--- config.mk ---
export PLATFORM = sky130hd
export DESIGN_NAME = spag_guard
export DESIGN_NICKNAME = d
export VERILOG_FILES = /design/src/verilog/spag_pkg.sv /design/src/verilog/spag_guard.sv
export SDC_FILE = /design/constraint.sdc
export NUM_CORES = 1
export LEC_CHECK = 0
export BUFFER_PORTS_ARGS = -buffer_cell sky130_fd_sc_hd__buf_2
export CORE_ASPECT_RATIO = 1.5
export CORE_MARGIN = 5
export CORE_UTILIZATION = 47
export CTS_CLUSTER_DIAMETER = 40
export DETAILED_ROUTE_END_ITERATION = 12
export PLACE_DENSITY = 0.81
export SYNTH_ARGS = -nofsm -noshare
export SYNTH_HDL_FRONTEND = slang
export SYNTH_SLANG_ARGS = --single-unit
--- constraint.sdc ---
create_clock -name clk_i -period 2.5 [get_ports clk_i]
set_input_delay 0.125 -clock clk_i [delete_from_list [all_inputs] [get_ports clk_i]]
set_output_delay 0.125 -clock clk_i [all_outputs]
set_load 0.03 [all_outputs]
--- src/verilog/spag_pkg.sv ---
/*
 * Constants, register map and state type for the self-programming
 * access guard. Assumes a flash of 64K words with 128-word pages.
 */
package spag_pkg;

	// ==========================================================
	// Flash geometry
	localparam int unsigned BYTE_AW = 17;
	localparam int unsigned WORD_AW = 16;
	localparam int unsigned PAGE_IDX_W = 7;
	localparam int unsigned PAGE_W = WORD_AW - PAGE_IDX_W;
	// First word of the halting region; everything below it is the
	// concurrent-read region.
	localparam logic [15:0] HALT_START = 16'hE000;
	// Boot start per boot size fuse code, indexed by the code.
	localparam logic [15:0] BOOT_START_0 = 16'hF000;
	localparam logic [15:0] BOOT_START_1 = 16'hF800;
	localparam logic [15:0] BOOT_START_2 = 16'hFC00;
	localparam logic [15:0] BOOT_START_3 = 16'hFE00;
	localparam logic [15:0] APP_RESET = 16'h0000;

	// ==========================================================
	// Register offsets (byte addresses, one word each)
	localparam logic [7:0] OFS_CTRL = 8'h00;
	localparam logic [7:0] OFS_ZLO = 8'h04;
	localparam logic [7:0] OFS_ZHI = 8'h08;
	localparam logic [7:0] OFS_ZEXT = 8'h0C;
	localparam logic [7:0] OFS_LOCK = 8'h10;
	localparam logic [7:0] OFS_FUSE = 8'h14;

	// Control register fields.
	localparam int unsigned CTRL_BUSY = 0;
	localparam int unsigned CTRL_RRE = 1;
	localparam int unsigned CTRL_OP = 2;
	localparam int unsigned CTRL_HALT = 3;
	localparam int unsigned CTRL_REFUSED = 4;

	// Lock register fields and reset value.
	localparam int unsigned LK_GEN_LO = 0;
	localparam int unsigned LK_APP_LO = 2;
	localparam int unsigned LK_BOOT_LO = 4;
	localparam logic [5:0] LOCK_RESET = 6'h3F;
	localparam logic [1:0] GEN_WRITE_LOCK = 2'h2;
	localparam logic [1:0] GEN_RW_LOCK = 2'h0;
	localparam logic [1:0] PAIR_NO_WRITE = 2'h2;
	localparam logic [1:0] PAIR_FULL = 2'h0;

	// Store-program-memory operation kinds.
	localparam logic [1:0] OP_LOAD = 2'h0;
	localparam logic [1:0] OP_ERASE = 2'h1;
	localparam logic [1:0] OP_WRITE = 2'h2;
	localparam logic [1:0] OP_LOCKSET = 2'h3;

	typedef enum logic [1:0] {
		ST_IDLE,
		ST_CONC,
		ST_HALT
	} spag_state_e;

endpackage : spag_pkg

--- src/verilog/spag_guard.sv ---
/*
 * Self-programming access guard: region arbitration, lock checks,
 * reset vector and flash address forming, with a classic Wishbone
 * slave. Assumes the CPU pulses its requests for one cycle and the
 * flash array pulses flash_done_i when an erase or write finishes.
 */
// What this block does
// - Concurrent-region erase/write keeps CPU running; halting region stays readable.
// - Halting-region erase/write stalls the CPU for the whole operation.
// - Concurrent region unreadable during programming; software must not touch it.
// - Operation classified by target page address, not by executing region.
// - Region-busy bit reads one while concurrent region is blocked.
// - Boot section always lies wholly inside the halting region.
// - Boot lock bits only program by software; only chip erase or reset unprograms.
// - General lock mode 2 refuses store-program-memory flash programming.
// - General lock mode 0 refuses program loads and stores.
// - Application pair 10 blocks stores to application section, reads allowed.
// - Application pair 00/01 block boot-executed loads; 00 also blocks stores.
// - Application pair 00/01, boot vectors: interrupts off in application code.
// - Boot pair 10 blocks stores to boot section, reads allowed.
// - Boot pair 00/01 block application-executed loads; 00 also blocks stores.
// - Boot pair 00/01, application vectors: interrupts off in boot code.
// - Boot-reset fuse 1 starts at word 0, 0 at boot start.
// - CPU has no path to alter fuses.
// - Flash address from low, high and extension pointer bytes.
// - Low bits index word in page, high bits page; bit 0 selects byte.
// - Target page is latched when an erase or write starts.
`timescale 1ns/10ps
module spag_guard
	import spag_pkg::*;
(
	input  wire logic              clk_i,
	input  wire logic              rst_i,
	input  wire logic              cyc_i,
	input  wire logic              stb_i,
	input  wire logic              we_i,
	input  wire logic [7:0]        adr_i,
	input  wire logic [3:0]        sel_i,
	input  wire logic [31:0]       dat_i,
	output logic      [31:0]       dat_o,
	output logic                   ack_o,
	input  wire logic [WORD_AW-1:0] pc_i,
	input  wire logic              vec_in_boot_i,
	input  wire logic              store_req_i,
	input  wire logic [1:0]        store_kind_i,
	input  wire logic [5:0]        store_data_i,
	input  wire logic              load_req_i,
	input  wire logic              flash_done_i,
	input  wire logic              chip_erase_i,
	input  wire logic              boot_reset_fuse_i,
	input  wire logic [1:0]        boot_size_fuses_i,
	output logic                   cpu_stall_o,
	output logic                   region_busy_o,
	output logic                   irq_disable_o,
	output logic                   load_grant_o,
	output logic                   load_deny_o,
	output logic                   store_refused_o,
	output logic                   flash_start_o,
	output logic      [1:0]        flash_op_o,
	output logic      [PAGE_W-1:0] flash_page_o,
	output logic      [PAGE_IDX_W-1:0] buf_word_o,
	output logic                   byte_select_bit_o,
	output logic      [WORD_AW-1:0] reset_vector_o
);

	// ==========================================================
	// State
	typedef struct packed {
		logic              ack;
		logic [31:0]       dat;
		logic [7:0]        zlo;
		logic [7:0]        zhi;
		logic [7:0]        zext;
		logic [5:0]        lock;
		logic              busy;
		logic              refused_st;
		spag_state_e       st;
		logic [1:0]        op;
		logic [PAGE_W-1:0] page;
		logic              start;
		logic              refused;
		logic              grant;
		logic              deny;
	} spag_regs_s;

	spag_regs_s r_q;
	spag_regs_s r_d;

	// ==========================================================
	// Helpers
	function automatic logic [15:0] boot_start(input logic [1:0] sz);
		logic [15:0] s;
		case (sz)
			2'h0: s = BOOT_START_0;
			2'h1: s = BOOT_START_1;
			2'h2: s = BOOT_START_2;
			default: s = BOOT_START_3;
		endcase
		// A boot section never reaches below the halting region.
		return (s < HALT_START) ? HALT_START : s;
	endfunction : boot_start

	function automatic logic in_boot(input logic [15:0] w,
		input logic [15:0] bs);
		return w >= bs;
	endfunction : in_boot

	// ==========================================================
	// Address forming
	logic [23:0]        z_full;
	logic [BYTE_AW-1:0] z_byte;
	logic [WORD_AW-1:0] z_word;
	logic [15:0]        bstart;
	logic               tgt_boot;
	logic               exe_boot;
	logic               tgt_halt;
	logic [1:0]         gen;
	logic [1:0]         app;
	logic [1:0]         boot;

	// The extension byte only contributes its low bit in this size.
	assign z_full = {r_q.zext, r_q.zhi, r_q.zlo};
	assign z_byte = z_full[BYTE_AW-1:0];
	assign z_word = z_byte[BYTE_AW-1:1];
	assign bstart = boot_start(boot_size_fuses_i);
	assign tgt_boot = in_boot(z_word, bstart);
	assign exe_boot = in_boot(pc_i, bstart);
	assign tgt_halt = z_word >= HALT_START;
	assign gen = r_q.lock[LK_GEN_LO +: 2];
	assign app = r_q.lock[LK_APP_LO +: 2];
	assign boot = r_q.lock[LK_BOOT_LO +: 2];

	// ==========================================================
	// Lock decisions
	logic prog_kind;
	logic store_block;
	logic load_block;

	assign prog_kind = (store_kind_i == OP_ERASE) ||
		(store_kind_i == OP_WRITE);

	always_comb begin
		store_block = 1'b0;
		if (gen == GEN_WRITE_LOCK) begin
			store_block = 1'b1;
		end
		if (gen == GEN_RW_LOCK) begin
			store_block = 1'b1;
		end
		if (!tgt_boot && (app == PAIR_NO_WRITE)) begin
			store_block = 1'b1;
		end
		if (!tgt_boot && (app == PAIR_FULL)) begin
			store_block = 1'b1;
		end
		if (tgt_boot && (boot == PAIR_NO_WRITE)) begin
			store_block = 1'b1;
		end
		if (tgt_boot && (boot == PAIR_FULL)) begin
			store_block = 1'b1;
		end
	end

	// Loads compare the executing section with the addressed one.
	always_comb begin
		load_block = 1'b0;
		if (gen == GEN_RW_LOCK) begin
			load_block = 1'b1;
		end
		if (exe_boot && !tgt_boot && !app[1]) begin
			load_block = 1'b1;
		end
		if (!exe_boot && tgt_boot && !boot[1]) begin
			load_block = 1'b1;
		end
		// The concurrent region answers nothing while blocked.
		if (r_q.busy && !tgt_halt) begin
			load_block = 1'b1;
		end
	end

	// ==========================================================
	// Bus decode
	logic       bus_req;
	logic       wr;
	logic [31:0] rd_val;

	assign bus_req = cyc_i && stb_i && !r_q.ack;
	assign wr = bus_req && we_i && sel_i[0];

	always_comb begin
		rd_val = 32'h0000_0000;
		case (adr_i)
			OFS_CTRL: begin
				rd_val[CTRL_BUSY] = r_q.busy;
				rd_val[CTRL_OP] = r_q.st != ST_IDLE;
				rd_val[CTRL_HALT] = r_q.st == ST_HALT;
				rd_val[CTRL_REFUSED] = r_q.refused_st;
			end
			OFS_ZLO: rd_val[7:0] = r_q.zlo;
			OFS_ZHI: rd_val[7:0] = r_q.zhi;
			OFS_ZEXT: rd_val[7:0] = r_q.zext;
			OFS_LOCK: rd_val[5:0] = r_q.lock;
			OFS_FUSE: rd_val[2:0] = {boot_size_fuses_i,
				boot_reset_fuse_i};
			default: rd_val = 32'h0000_0000;
		endcase
	end

	// ==========================================================
	// Next state
	logic store_go;

	assign store_go = store_req_i && prog_kind && (r_q.st == ST_IDLE) &&
		!store_block;

	always_comb begin
		r_d = r_q;
		r_d.ack = bus_req;
		r_d.dat = bus_req ? rd_val : r_q.dat;
		r_d.start = 1'b0;
		r_d.refused = 1'b0;
		r_d.grant = 1'b0;
		r_d.deny = 1'b0;
		if (wr) begin
			case (adr_i)
				OFS_ZLO: r_d.zlo = dat_i[7:0];
				OFS_ZHI: r_d.zhi = dat_i[7:0];
				OFS_ZEXT: r_d.zext = dat_i[7:0];
				// Software can only program lock bits, never erase.
				OFS_LOCK: r_d.lock = r_q.lock & dat_i[5:0];
				OFS_CTRL: begin
					if (dat_i[CTRL_REFUSED]) begin
						r_d.refused_st = 1'b0;
					end
					if (dat_i[CTRL_RRE] && r_q.st == ST_IDLE) begin
						r_d.busy = 1'b0;
					end
				end
				// The fuse word is read only.
				default: r_d.lock = r_d.lock;
			endcase
		end
		if (store_req_i && store_kind_i == OP_LOCKSET &&
			r_q.st == ST_IDLE) begin
			r_d.lock = r_d.lock & store_data_i;
		end
		if (chip_erase_i) begin
			r_d.lock = LOCK_RESET;
		end
		if (load_req_i) begin
			r_d.grant = !load_block;
			r_d.deny = load_block;
		end
		case (r_q.st)
			ST_IDLE: begin
				if (store_go) begin
					r_d.page = z_word[WORD_AW-1:PAGE_IDX_W];
					r_d.op = store_kind_i;
					r_d.start = 1'b1;
					r_d.busy = 1'b1;
					r_d.st = tgt_halt ? ST_HALT : ST_CONC;
				end
			end
			ST_CONC, ST_HALT: begin
				if (flash_done_i) begin
					r_d.st = ST_IDLE;
				end
			end
			default: r_d.st = ST_IDLE;
		endcase
		// A refused or mistimed store ends without touching flash.
		if (store_req_i && prog_kind && !store_go) begin
			r_d.refused = 1'b1;
			r_d.refused_st = 1'b1;
		end
	end

	always_ff @(posedge clk_i) begin
		if (rst_i) begin
			r_q <= '0;
			r_q.lock <= LOCK_RESET;
			r_q.st <= ST_IDLE;
		end else begin
			r_q <= r_d;
		end
	end

	// ==========================================================
	// Outputs
	assign dat_o = r_q.dat;
	assign ack_o = r_q.ack;
	assign cpu_stall_o = r_q.st == ST_HALT;
	assign region_busy_o = r_q.busy;
	assign load_grant_o = r_q.grant;
	assign load_deny_o = r_q.deny;
	assign store_refused_o = r_q.refused;
	assign flash_start_o = r_q.start;
	assign flash_op_o = r_q.op;
	assign flash_page_o = r_q.page;
	assign buf_word_o = z_word[PAGE_IDX_W-1:0];
	assign byte_select_bit_o = z_byte[0];
	assign irq_disable_o = (!app[1] && vec_in_boot_i && !exe_boot) ||
		(!boot[1] && !vec_in_boot_i && exe_boot);
	assign reset_vector_o = boot_reset_fuse_i ? APP_RESET : bstart;

	// ==========================================================
	// Checks
	a_halt_stall: assert property (@(posedge clk_i) disable iff (rst_i)
		store_go && tgt_halt |=> cpu_stall_o && region_busy_o)
		else $error("halting-region operation did not stall");

	a_conc_run: assert property (@(posedge clk_i) disable iff (rst_i)
		store_go && !tgt_halt |=> !cpu_stall_o && region_busy_o)
		else $error("concurrent-region operation stalled the CPU");

	a_stall_hold: assert property (@(posedge clk_i) disable iff (rst_i)
		cpu_stall_o && !flash_done_i |=> cpu_stall_o)
		else $error("stall released before flash done");

	a_busy_hold: assert property (@(posedge clk_i) disable iff (rst_i)
		region_busy_o && !(wr && adr_i == OFS_CTRL && dat_i[CTRL_RRE])
		|=> region_busy_o)
		else $error("region busy dropped without release");

	a_page_latch: assert property (@(posedge clk_i) disable iff (rst_i)
		flash_start_o ##1 (r_q.st != ST_IDLE) |-> $stable(flash_page_o))
		else $error("latched page changed during operation");

	a_write_lock: assert property (@(posedge clk_i) disable iff (rst_i)
		store_req_i && prog_kind && gen == GEN_WRITE_LOCK
		|=> store_refused_o && !flash_start_o)
		else $error("store accepted under write lock");

	a_rw_lock: assert property (@(posedge clk_i) disable iff (rst_i)
		load_req_i && gen == GEN_RW_LOCK |=> load_deny_o && !load_grant_o)
		else $error("load granted under read/write lock");

	a_app_nowr: assert property (@(posedge clk_i) disable iff (rst_i)
		store_req_i && prog_kind && !tgt_boot && app == PAIR_NO_WRITE
		|=> !flash_start_o)
		else $error("application store passed pair 10");

	a_boot_nowr: assert property (@(posedge clk_i) disable iff (rst_i)
		store_req_i && prog_kind && tgt_boot && boot == PAIR_NO_WRITE
		|=> !flash_start_o)
		else $error("boot store passed pair 10");

	a_app_read: assert property (@(posedge clk_i) disable iff (rst_i)
		load_req_i && exe_boot && !tgt_boot && !app[1] |=> load_deny_o)
		else $error("boot load read protected application");

	a_conc_read: assert property (@(posedge clk_i) disable iff (rst_i)
		load_req_i && region_busy_o && !tgt_halt |=> load_deny_o)
		else $error("load from busy concurrent region granted");

	a_irq_off: assert property (@(posedge clk_i) disable iff (rst_i)
		!app[1] && vec_in_boot_i && !exe_boot |-> irq_disable_o)
		else $error("interrupts left on in application code");

	a_boot_read: assert property (@(posedge clk_i) disable iff (rst_i)
		load_req_i && !exe_boot && tgt_boot && !boot[1] |=> load_deny_o)
		else $error("application load read protected boot");

	a_lock_mono: assert property (@(posedge clk_i) disable iff (rst_i)
		!chip_erase_i |=> (r_q.lock & ~$past(r_q.lock)) == 6'h00)
		else $error("lock bit unprogrammed without chip erase");

	a_reset_vec: assert property (@(posedge clk_i) disable iff (rst_i)
		boot_reset_fuse_i |-> reset_vector_o == APP_RESET)
		else $error("reset vector wrong with fuse unprogrammed");

endmodule : spag_guard

### Yosys cells after proc, flatten, opt, wreduce, memory -nomap -nowiden

Cells that the tools add are included.

* reductions and logical operators: 56
* eq/ne operators: 17
* bitwise logic cells: 4
* order comparisons: 4
* muxes and demuxes: 33

Operators by type and width (count)
* $pmux 12 s3: 1
* $ge 16x16->1: 2
* $mux 16: 2
* $logic_and 1x1->1: 24
* $eq 8x4->1 const B: 2
* $eq 8x5->1 const B: 2
* $ge 16x16->1 const B: 1
* $lt 16x16->1 const B: 1
* $mux 1: 16
* $eq 2x2->1 const B: 7
* $mux 14: 1
* $and 6x6->6: 2
* $mux 6: 2
* $pmux 1 s6: 2
* $logic_not 1->1: 10
* $logic_not 2->1: 5
* $pmux 2 s5: 1
* $reduce_and 2->1: 5
* $eq 8x3->1 const B: 1
* $logic_not 8->1: 1
* $mux 8: 1
* $reduce_bool 2->1: 4
* $reduce_or 2->1: 4
* $eq 2x1->1 const B: 3
* other kinds (9): 14

* logic and storage cells: 129
* input bits: 81
* flip-flop bits (word level): 58

### Longest topological paths before layout

Gate-level depths: netlist of run 1.

* depth after elaboration: 17
* depth in mapped cells: 9

### Worst setup path after synthesis of run 1

OpenSTA, ideal clock, no wires.

* kind: register -> register
* start: reg r_q[35] (netlist bit)
* end: reg r_q (netlist bit store_refused_o)
* required time: 2.385 ns
* stages on the path, launching flop included: 10
* data arrival time: 1.874 ns
* setup slack: 0.512 ns
* cell sequence: dfxtp_1 -> inv_1 -> ha_1 -> nor4b_1 -> nand4_1 -> nand2_1 -> mux2_2 -> buf_4 -> buf_4 -> and2_1

* cells in the longest elaborated chain, start to end: 12
* elaborated cells on any way between the ends: 15
* those cells by class: order compare (1); mux (5); reduce/logical (9)

Ends and longest elaborated chain
* start: declaration: RTL line spag_guard.sv:86 `spag_regs_s r_q;`
* start signal: assignment: RTL line spag_guard.sv:285 `r_q <= r_d;`
* $ge 16x16->1 *: RTL line spag_guard.sv:105 `return w >= bs;`
* $logic_not 1->1: RTL line spag_guard.sv:150, spag_guard.sv:153
* $logic_and 1x1->1: RTL line spag_guard.sv:150 `if (!tgt_boot && (app == PAIR_NO_WRITE)) begin`
* $mux 1: RTL line spag_guard.sv:150
* $mux 1: RTL line spag_guard.sv:153 `if (!tgt_boot && (app == PAIR_FULL)) begin`
* $mux 1: RTL line spag_guard.sv:156 `if (tgt_boot && (boot == PAIR_NO_WRITE)) begin`
* $mux 1 *: RTL line spag_guard.sv:159 `if (tgt_boot && (boot == PAIR_FULL)) begin`
* $logic_not 1->1 *: RTL line spag_guard.sv:215 `!store_block;`
* $logic_and 1x1->1 *: RTL line spag_guard.sv:214 `assign store_go = store_req_i && prog_kind && (r_q.st == ST_IDLE) &&`
* $logic_not 1->1 *: RTL line spag_guard.sv:273 `if (store_req_i && prog_kind && !store_go) begin`
* $logic_and 1x1->1 *: RTL line spag_guard.sv:273
* $mux 1 *: RTL line spag_guard.sv:273

Every way passes the cells marked *; elsewhere a longest branch is shown, timed or not.
A chain may end at the register's enable or synchronous reset.

### Worst setup path after layout of run 1

* start: reg r_q[35] (netlist bit)
* end: reg r_q[17] (netlist bit)

* cells in the longest elaborated chain, start to end: 13
* elaborated cells on any way between the ends: 19
* those cells by class: order compare (1); mux (5); reduce/logical (13)

Ends and longest elaborated chain (RTL line)
* $ge 16x16->1 *: spag_guard.sv:105
* $logic_not 1->1: spag_guard.sv:150, spag_guard.sv:153
* $logic_and 1x1->1: spag_guard.sv:150
* $mux 1: spag_guard.sv:150
* $mux 1: spag_guard.sv:153
* $mux 1: spag_guard.sv:156
* $mux 1 *: spag_guard.sv:159
* $logic_not 1->1 *: spag_guard.sv:215
* $logic_and 1x1->1 *: spag_guard.sv:214
* $logic_not 1->1 *: spag_guard.sv:273
* $logic_and 1x1->1 *: spag_guard.sv:273
* $reduce_bool 2->1 (no line)
* $reduce_and 3->1 (no line)

Marked as above.

==> results.tsv, run 1 <==
stage	metric	value	unit
status	status	finished, final reports clean	
setup_path	CP Max Fanout	17	
routing	TritonRoute pass-1 iters	4	
floorplan	Die W	78.8	um
yosys	async set-or-reset flop fraction in the synthesized netlist	0	
cells_and_area	# nets final	533	
cells_and_area	commonest non-fill, non-tap cell in the layout	buf_2	
routing	via count	2837	
cells_and_area	final core occ	0.537	
cells_and_area	layout cell share with drive strength beyond 1	0.281	
floorplan	Die H	113	um
setup_path	number of buffers and inverters on the critical path	1	
place	port buffer count	95	
global_routing	vias in the first global route	2664	
routing	vias per inst	5.39	
timing	final setup vio count	0	
setup_path	R2R cell count	7	
yosys	Post-Syn Instances	381	
yosys	Most used DFF post-synth	dfxtp_1	
yosys	post-synthesis sequential area ratio	0.348	
yosys	Yosys Warn Count	0	
yosys	Post-synth EDFFs	0	
yosys	Synth Area in Adders	0.0337	
global_routing	first-pass GRT wire length	13.2	mm
clock_tree	Sink Count	58	
setup_path	Worst R2R Start	r_q[35]$_SDFFE_PP0P_	
yosys	Avg Cell Area, Syn	8.77	um2
setup_path	crit path DAT	2.38	ns
timing	RSZ-0062 raised after global routing	false	
cells_and_area	area delta synth->final	10.9	%
power	Lkg Pwr	1.94	nW
min_path	worst hold path startpoint	load_req_i	
timing	Pins Over Slew Limit	0	
routing	number of routed nets with antenna violations	0	
setup_path	crit-path cells	inv_1 > ha_1 > nor4b_1 > nand4_1 > nand2_1 > mux2_4 > a32o_1	
clock_tree	CTS max path bufs	2	
setup_path	CP endpoint kind	register	
global_routing	initial antenna violation count	0	
yosys	flops & latches, synth	58	
yosys	mux cell area share after synthesis	0.153	
cells_and_area	most frequent cells in the layout	buf_2 (95), dfxtp_1 (58), nand2_1 (42), mux2i_1 (42), nor2_1 (38)	
clock_tree	CTS clk-pin slew, worst paths	0.06	ns
clock_tree	TritonCTS clock tree	yes	
timing	post-layout min period	2.16	ns
routing	DR DRC count	0	
global_routing	GR Util All Layers	0.189	
clock_tree	Root Buffer	clkbuf_8	
setup_path	slowest cell delay on critical path	0.44	ns
clock_tree	post-CTS setup buffers	0	
job	Max Cap Viol	0	
place	GPL Wtd Cong	0.885	
min_path	Hold Crit Endpoint	load_deny_o$_SDFF_PP0_	
setup_path	CP top delay family	simple AND/OR/NAND/NOR gates	
yosys	main combinational cell family by area after synthesis	simple AND/OR/NAND/NOR gates	
place	Detail Placement HPWL	6.57	mm
timing	Final period util	0.863	
setup_path	Crit Path Class	register to register	
global_routing	global route overflow	0	
cells_and_area	Filler Cells Inserted	643	
place	placed instance area	0.00351	mm2
floorplan	io pins	156	
power	total power draw	2.08	mW
yosys	synth unique cells	44	
setup_path	Crit-path slowest cell	dfxtp_1	
routing	number of DRC markers in iteration 0	271	
yosys	Compound-Gate Fraction of Synth Area	0.0951	
yosys	XOR/XNOR share of the synthesized area	0	
cells_and_area	final instance area	0.00371	mm2
floorplan	initial core utilization	0.484	
power	maximum vdd drop	276	uV
routing	detailed-route wire length	8.45	mm
cells_and_area	# diodes	0	
timing	Slew @ Worst Pin	0.661	ns
timing	slew margin rel.	0.560	
setup_path	crit path launch type	register	
yosys	mapped cell area	0.00334	mm2
power	PwrDens	560	mW/mm2
clock_tree	Inserted Clock Buffers	9	
min_path	worst hold-check path type	input pin to register	
routing	routed len/inst	16.1	um
setup_path	Worst Path Required	2.73	ns
timing	Max Clock Freq	0.464	GHz
floorplan	Core Area	0.00690	mm2
setup_path	Worst R2R Setup Slack	0.34	ns
floorplan	row count	37	
timing	setup TNS	0	ns
yosys	Simple-Gate Fraction of Synth Area	0.197	
global_routing	largest net degree at the start of global routing	34	
min_path	hold path cells	3	
floorplan	die footprint	0.00893	mm2
clock_tree	H-tree depth	3	
setup_path	worst r2r dst	r_q[17]$_SDFFE_PP0P_	
timing	final hold violations	0	
clock_tree	clock latency on the worst-skew pair	0.33	ns
timing	Setup Skew	0.00524	ns
-- per-layer routing --
layer | up-vias | track usage | share of wire
met5 | - | 0 | 0
met4 | 0 | 0.116 | 0.036
met3 | 24 | 0.0390 | 0.078
met2 | 136 | 0.326 | 0.51
met1 | 1321 | 0.210 | 0.38
li1 | 1356 | - | -
-- metrics by stage --
| stage | worst slack (ns) | std cells | hold slack, ns |
|---|---|---|---|
| after floorplan | 0.512 | 413 | 0.264 |
| after global placement | 0.301 | 510 | 0.382 |
| after detailed placement | 0.257 | 510 | 0.389 |
| after CTS | 0.225 | 526 | 0.0355 |
| after global routing | 0.145 | 526 | 0.0482 |
| final | 0.343 | 526 | 0.0398 |
-- worst register-to-register path: stages (launching register included) --
cell	delay (ns)
dfxtp_1	0.44
inv_1	0.07
ha_1	0.28
nor4b_1	0.22
nand4_1	0.19
nand2_1	0.17
mux2_4	0.43
a32o_1	0.25
-- flip-flops by register name (all words and copies together), names as in the netlist --
signal	cells
r_q	19
flash_page_o	9
dat_o	8
buf_word_o	7
app	2
boot	2
flash_op_o	2
gen	2
ack_o	1
byte_select_bit_o	1
flash_start_o	1
load_deny_o	1
load_grant_o	1
region_busy_o	1
store_refused_o	1
-- worst max path at each step --
stage | from | to | slack, ns | cells past startpoint
final | r_q[35]$_SDFFE_PP0P_ | r_q[17]$_SDFFE_PP0P_ | 0.34 | 7
after global routing | r_q[35]$_SDFFE_PP0P_ | r_q[17]$_SDFFE_PP0P_ | 0.14 | 7
after CTS | r_q[35]$_SDFFE_PP0P_ | r_q[17]$_SDFFE_PP0P_ | 0.23 | 7
after detailed placement | r_q[35]$_SDFFE_PP0P_ | r_q[17]$_SDFFE_PP0P_ | 0.26 | 7
after global placement | r_q[35]$_SDFFE_PP0P_ | r_q[17]$_SDFFE_PP0P_ | 0.30 | 7
after floorplan | r_q[35]$_SDFFE_PP0P_ | store_refused_o$_SDFF_PP0_ | 0.51 | 9
-- final cells by class --
type                       count  area, um2  share of cell area
clock inverter                 4       25.0             0.00675
inverter                       9       33.8             0.00912
sequential                    58       1160               0.313
multi-input combinational    267       1730               0.466
tap                           78       97.6              0.0263
timing repair buffer          98        498               0.134
clock buffer                  12        165              0.0446
-- cells in the mapped netlist (4+ instances only) --
cell type	count	area share
mux2i_1	42	0.13
mux2_2	8	0.027
buf_4	65	0.15
inv_1	9	0.010
and3b_1	5	0.013
o21ai_0	11	0.016
nor2_1	38	0.043
nand2_1	42	0.047
nor2b_1	6	0.011
nand4_1	5	0.0094
dfxtp_1	58	0.35
clkbuf_1	10	0.011
o221ai_1	6	0.016
a21oi_1	10	0.015
nand2b_1	4	0.0075
nand3_1	8	0.012
ha_1	9	0.034
-- power by group --
part / total [mW] / internal, mW / switching, mW / leakage, nW
clock: 0.799 / 0.437 / 0.363 / 0.0944
sequential: 0.952 / 0.942 / 0.0104 / 0.470
combinational: 0.324 / 0.0978 / 0.226 / 1.38
total: 2.08 / 1.48 / 0.599 / 1.94
-- cell families (layout without fill, tap and decap cells) --
logic type	Yosys count	after routing
multiplexers	50	50
adder cells (fa/ha/maj)	9	9
other	1	33
AO/OA/AOI/OAI	47	47
AND/OR/NAND/NOR	128	128
flip-flops	58	58
buffers and inverters	88	123
-- timing repair --
action / 4_1_cts / 5_1_grt
resized for setup: 0 / 1
hold buffers: 0 / 0
setup endpoints to repair: 0 / 1
No activity file was read; power rests on OpenSTA's default activity.
==> run 2, diff against run 1 <==
--- a/config.mk
+++ b/config.mk
@@ -10,8 +10,9 @@
 export CORE_MARGIN = 5
 export CORE_UTILIZATION = 47
 export CTS_CLUSTER_DIAMETER = 40
+export CTS_CLUSTER_SIZE = 30
 export DETAILED_ROUTE_END_ITERATION = 12
-export PLACE_DENSITY = 0.81
+export PLACE_DENSITY_LB_ADDON = 0.1
 export SYNTH_ARGS = -nofsm -noshare
 export SYNTH_HDL_FRONTEND = slang
 export SYNTH_SLANG_ARGS = --single-unit
==> results.tsv, run 2 (synthesized netlist as in run 1, its figures left out) <==
stage	metric	value	unit
status	status	finished, final reports clean	
setup_path	CP Max Fanout	17	
timing	RSZ-0062 raised after global routing	false	
cells_and_area	Biggest register	r_q	
setup_path	Worst R2R Setup Slack	0.23	ns
global_routing	initial antenna violation count	0	
setup_path	Worst Setup EP	r_q[15]$_SDFFE_PP0P_	
job	Max Cap Viol	0	
routing	TritonRoute pass-1 iters	4	
min_path	worst hold-check path type	input pin to register	
cells_and_area	Finished Layout Cells	527	
setup_path	crit path launch type	register	
routing	vias per inst	5.26	
floorplan	row count	37	
setup_path	CP endpoint kind	register	
clock_tree	post-CTS setup buffers	0	
timing	Final period util	0.910	
setup_path	crit path DAT	2.54	ns
cells_and_area	# diodes	0	
global_routing	global route overflow	0	
global_routing	vias in the first global route	2692	
setup_path	worst r2r dst	r_q[15]$_SDFFE_PP0P_	
cells_and_area	layout cell share with drive strength beyond 1	0.278	
floorplan	Die H	113	um
global_routing	largest net degree at the start of global routing	34	
clock_tree	Inserted Clock Buffers	9	
routing	via count	2770	
setup_path	Worst R2R Start	r_q[37]$_SDFFE_PP0P_	
cells_and_area	area delta synth->final	11.1	%
routing	DR DRC count	0	
timing	hold_ws	0.0343	ns
timing	final hold violations	0	
setup_path	Worst Path Required	2.76	ns
place	Placed Cells incl. Taps	512	
setup_path	slowest cell delay on critical path	0.56	ns
floorplan	die footprint	0.00893	mm2
clock_tree	Root Buffer	clkbuf_8	
floorplan	initial core utilization	0.484	
clock_tree	PostCTS Resize Cnt	0	
clock_tree	Sink Count	58	
cells_and_area	max reg flops	19	
floorplan	Core Area	0.00690	mm2
routing	detailed-route wire length	8.49	mm
power	Lkg Pwr	1.95	nW
clock_tree	clock latency on the worst-skew pair	0.34	ns
setup_path	R2R cell count	6	
setup_path	Crit-path slowest cell	mux2_2	
cells_and_area	commonest non-fill, non-tap cell in the layout	buf_2	
power	PwrDens	569	mW/mm2
clock_tree	# hold bufs at CTS	0	
timing	Pins Over Slew Limit	0	
timing	final setup vio count	0	
power	maximum vdd drop	259	uV
place	Detail Placement HPWL	6.57	mm
routing	number of DRC markers in iteration 0	140	
routing	number of routed nets with antenna violations	0	
clock_tree	CTS max path bufs	2	
floorplan	io pins	156	
setup_path	Crit Path Class	register to register	
cells_and_area	area occupied by multi-input gates	0.00172	mm2
global_routing	first-pass GRT wire length	13.3	mm
timing	Max Clock Freq	0.440	GHz
setup_path	crit-path cells	ha_1 > and3b_1 > o21ai_0 > nand2_1 > mux2_2 > mux2i_1	
timing	setup TNS	0	ns
setup_path	worst setup path startpoint	r_q[37]$_SDFFE_PP0P_	
cells_and_area	Filler Cells Inserted	697	
global_routing	GR Util All Layers	0.191	
place	GPL Wtd Cong	0.867	
timing	Slew @ Worst Pin	0.652	ns
clock_tree	H-tree depth	3	
cells_and_area	# nets final	535	
routing	routed len/inst	16.1	um
place	port buffer count	95	
timing	Setup Skew	0.00464	ns
cells_and_area	FF/Latch Area	0.00116	mm2
timing	post-layout min period	2.27	ns
clock_tree	TritonCTS clock tree	yes	
clock_tree	CTS clk-pin slew, worst paths	0.06	ns
timing	slew margin rel.	0.565	
cells_and_area	most frequent cells in the layout	buf_2 (95), dfxtp_1 (58), nand2_1 (42), mux2i_1 (42), nor2_1 (38)	
floorplan	Die W	78.8	um
[run 2: cell count changes in the layout (fill, tap and decap cells not counted), sizes merged]
| cell | previous run | this run |
|---|---|---|
| buf | 98 | 100 |
| clkinvlp | 2 | 0 |
| bufinv | 0 | 1 |
[run 2: layout make-up]
class	count	area share
Clock buffer	12	0.0391
Clock inverter	3	0.0108
Inverter	9	0.00910
Multi-Input combinational cell	267	0.464
Sequential cell	58	0.313
Tap cell	78	0.0263
Timing Repair Buffer	100	0.138
[run 2: metrics by stage]
step / setup slack [ns] / utilization / area [um2] / power (mW)
floorplan: 0.512 / - / 3460 / 1.25
global placement: 0.285 / 0.511 / 3530 / 1.29
detailed placement: 0.234 / 0.511 / 3530 / 1.29
CTS: 0.223 / 0.538 / 3710 / 2.13
global route: 0.0649 / 0.538 / 3710 / 2.20
finish: 0.226 / 0.538 / 3710 / 2.11
[run 2: layer usage]
metal  global-route usage  wire length, um  share of wire
met3               0.0430              681          0.080
met5                    0                0              0
met2                0.328             4310           0.51
met1                0.228             3340           0.39
met4               0.0803              151          0.018
[run 2: how the worst min path moves through the flow]
stage,startpoint,end,slack (ns),cells past startpoint
6_report,load_req_i,load_deny_o$_SDFF_PP0_,0.03,3
5_1_grt,load_req_i,load_deny_o$_SDFF_PP0_,0.04,3
4_1_cts,load_req_i,load_deny_o$_SDFF_PP0_,0.02,3
3_5_place_dp,load_req_i,load_deny_o$_SDFF_PP0_,0.39,3
3_3_place_gp,load_req_i,load_deny_o$_SDFF_PP0_,0.38,3
2_1_floorplan,store_kind_i[0],flash_op_o[0]$_SDFFE_PP0P_,0.26,2
[run 2: power by group]
| group | switching (mW) | internal, mW |
|---|---|---|
| combinational | 0.225 | 0.0972 |
| sequential | 0.0108 | 0.942 |
| clock | 0.357 | 0.479 |
[run 2: critical path, delay by kind of cell (launching register included)]
kind,cells,cell delay (ns)
DFF,1,0.50
muxes,2,0.81
AOI/OAI and AO/OA,1,0.28
and+or+nand+nor,2,0.29
adders and majority gates,1,0.31
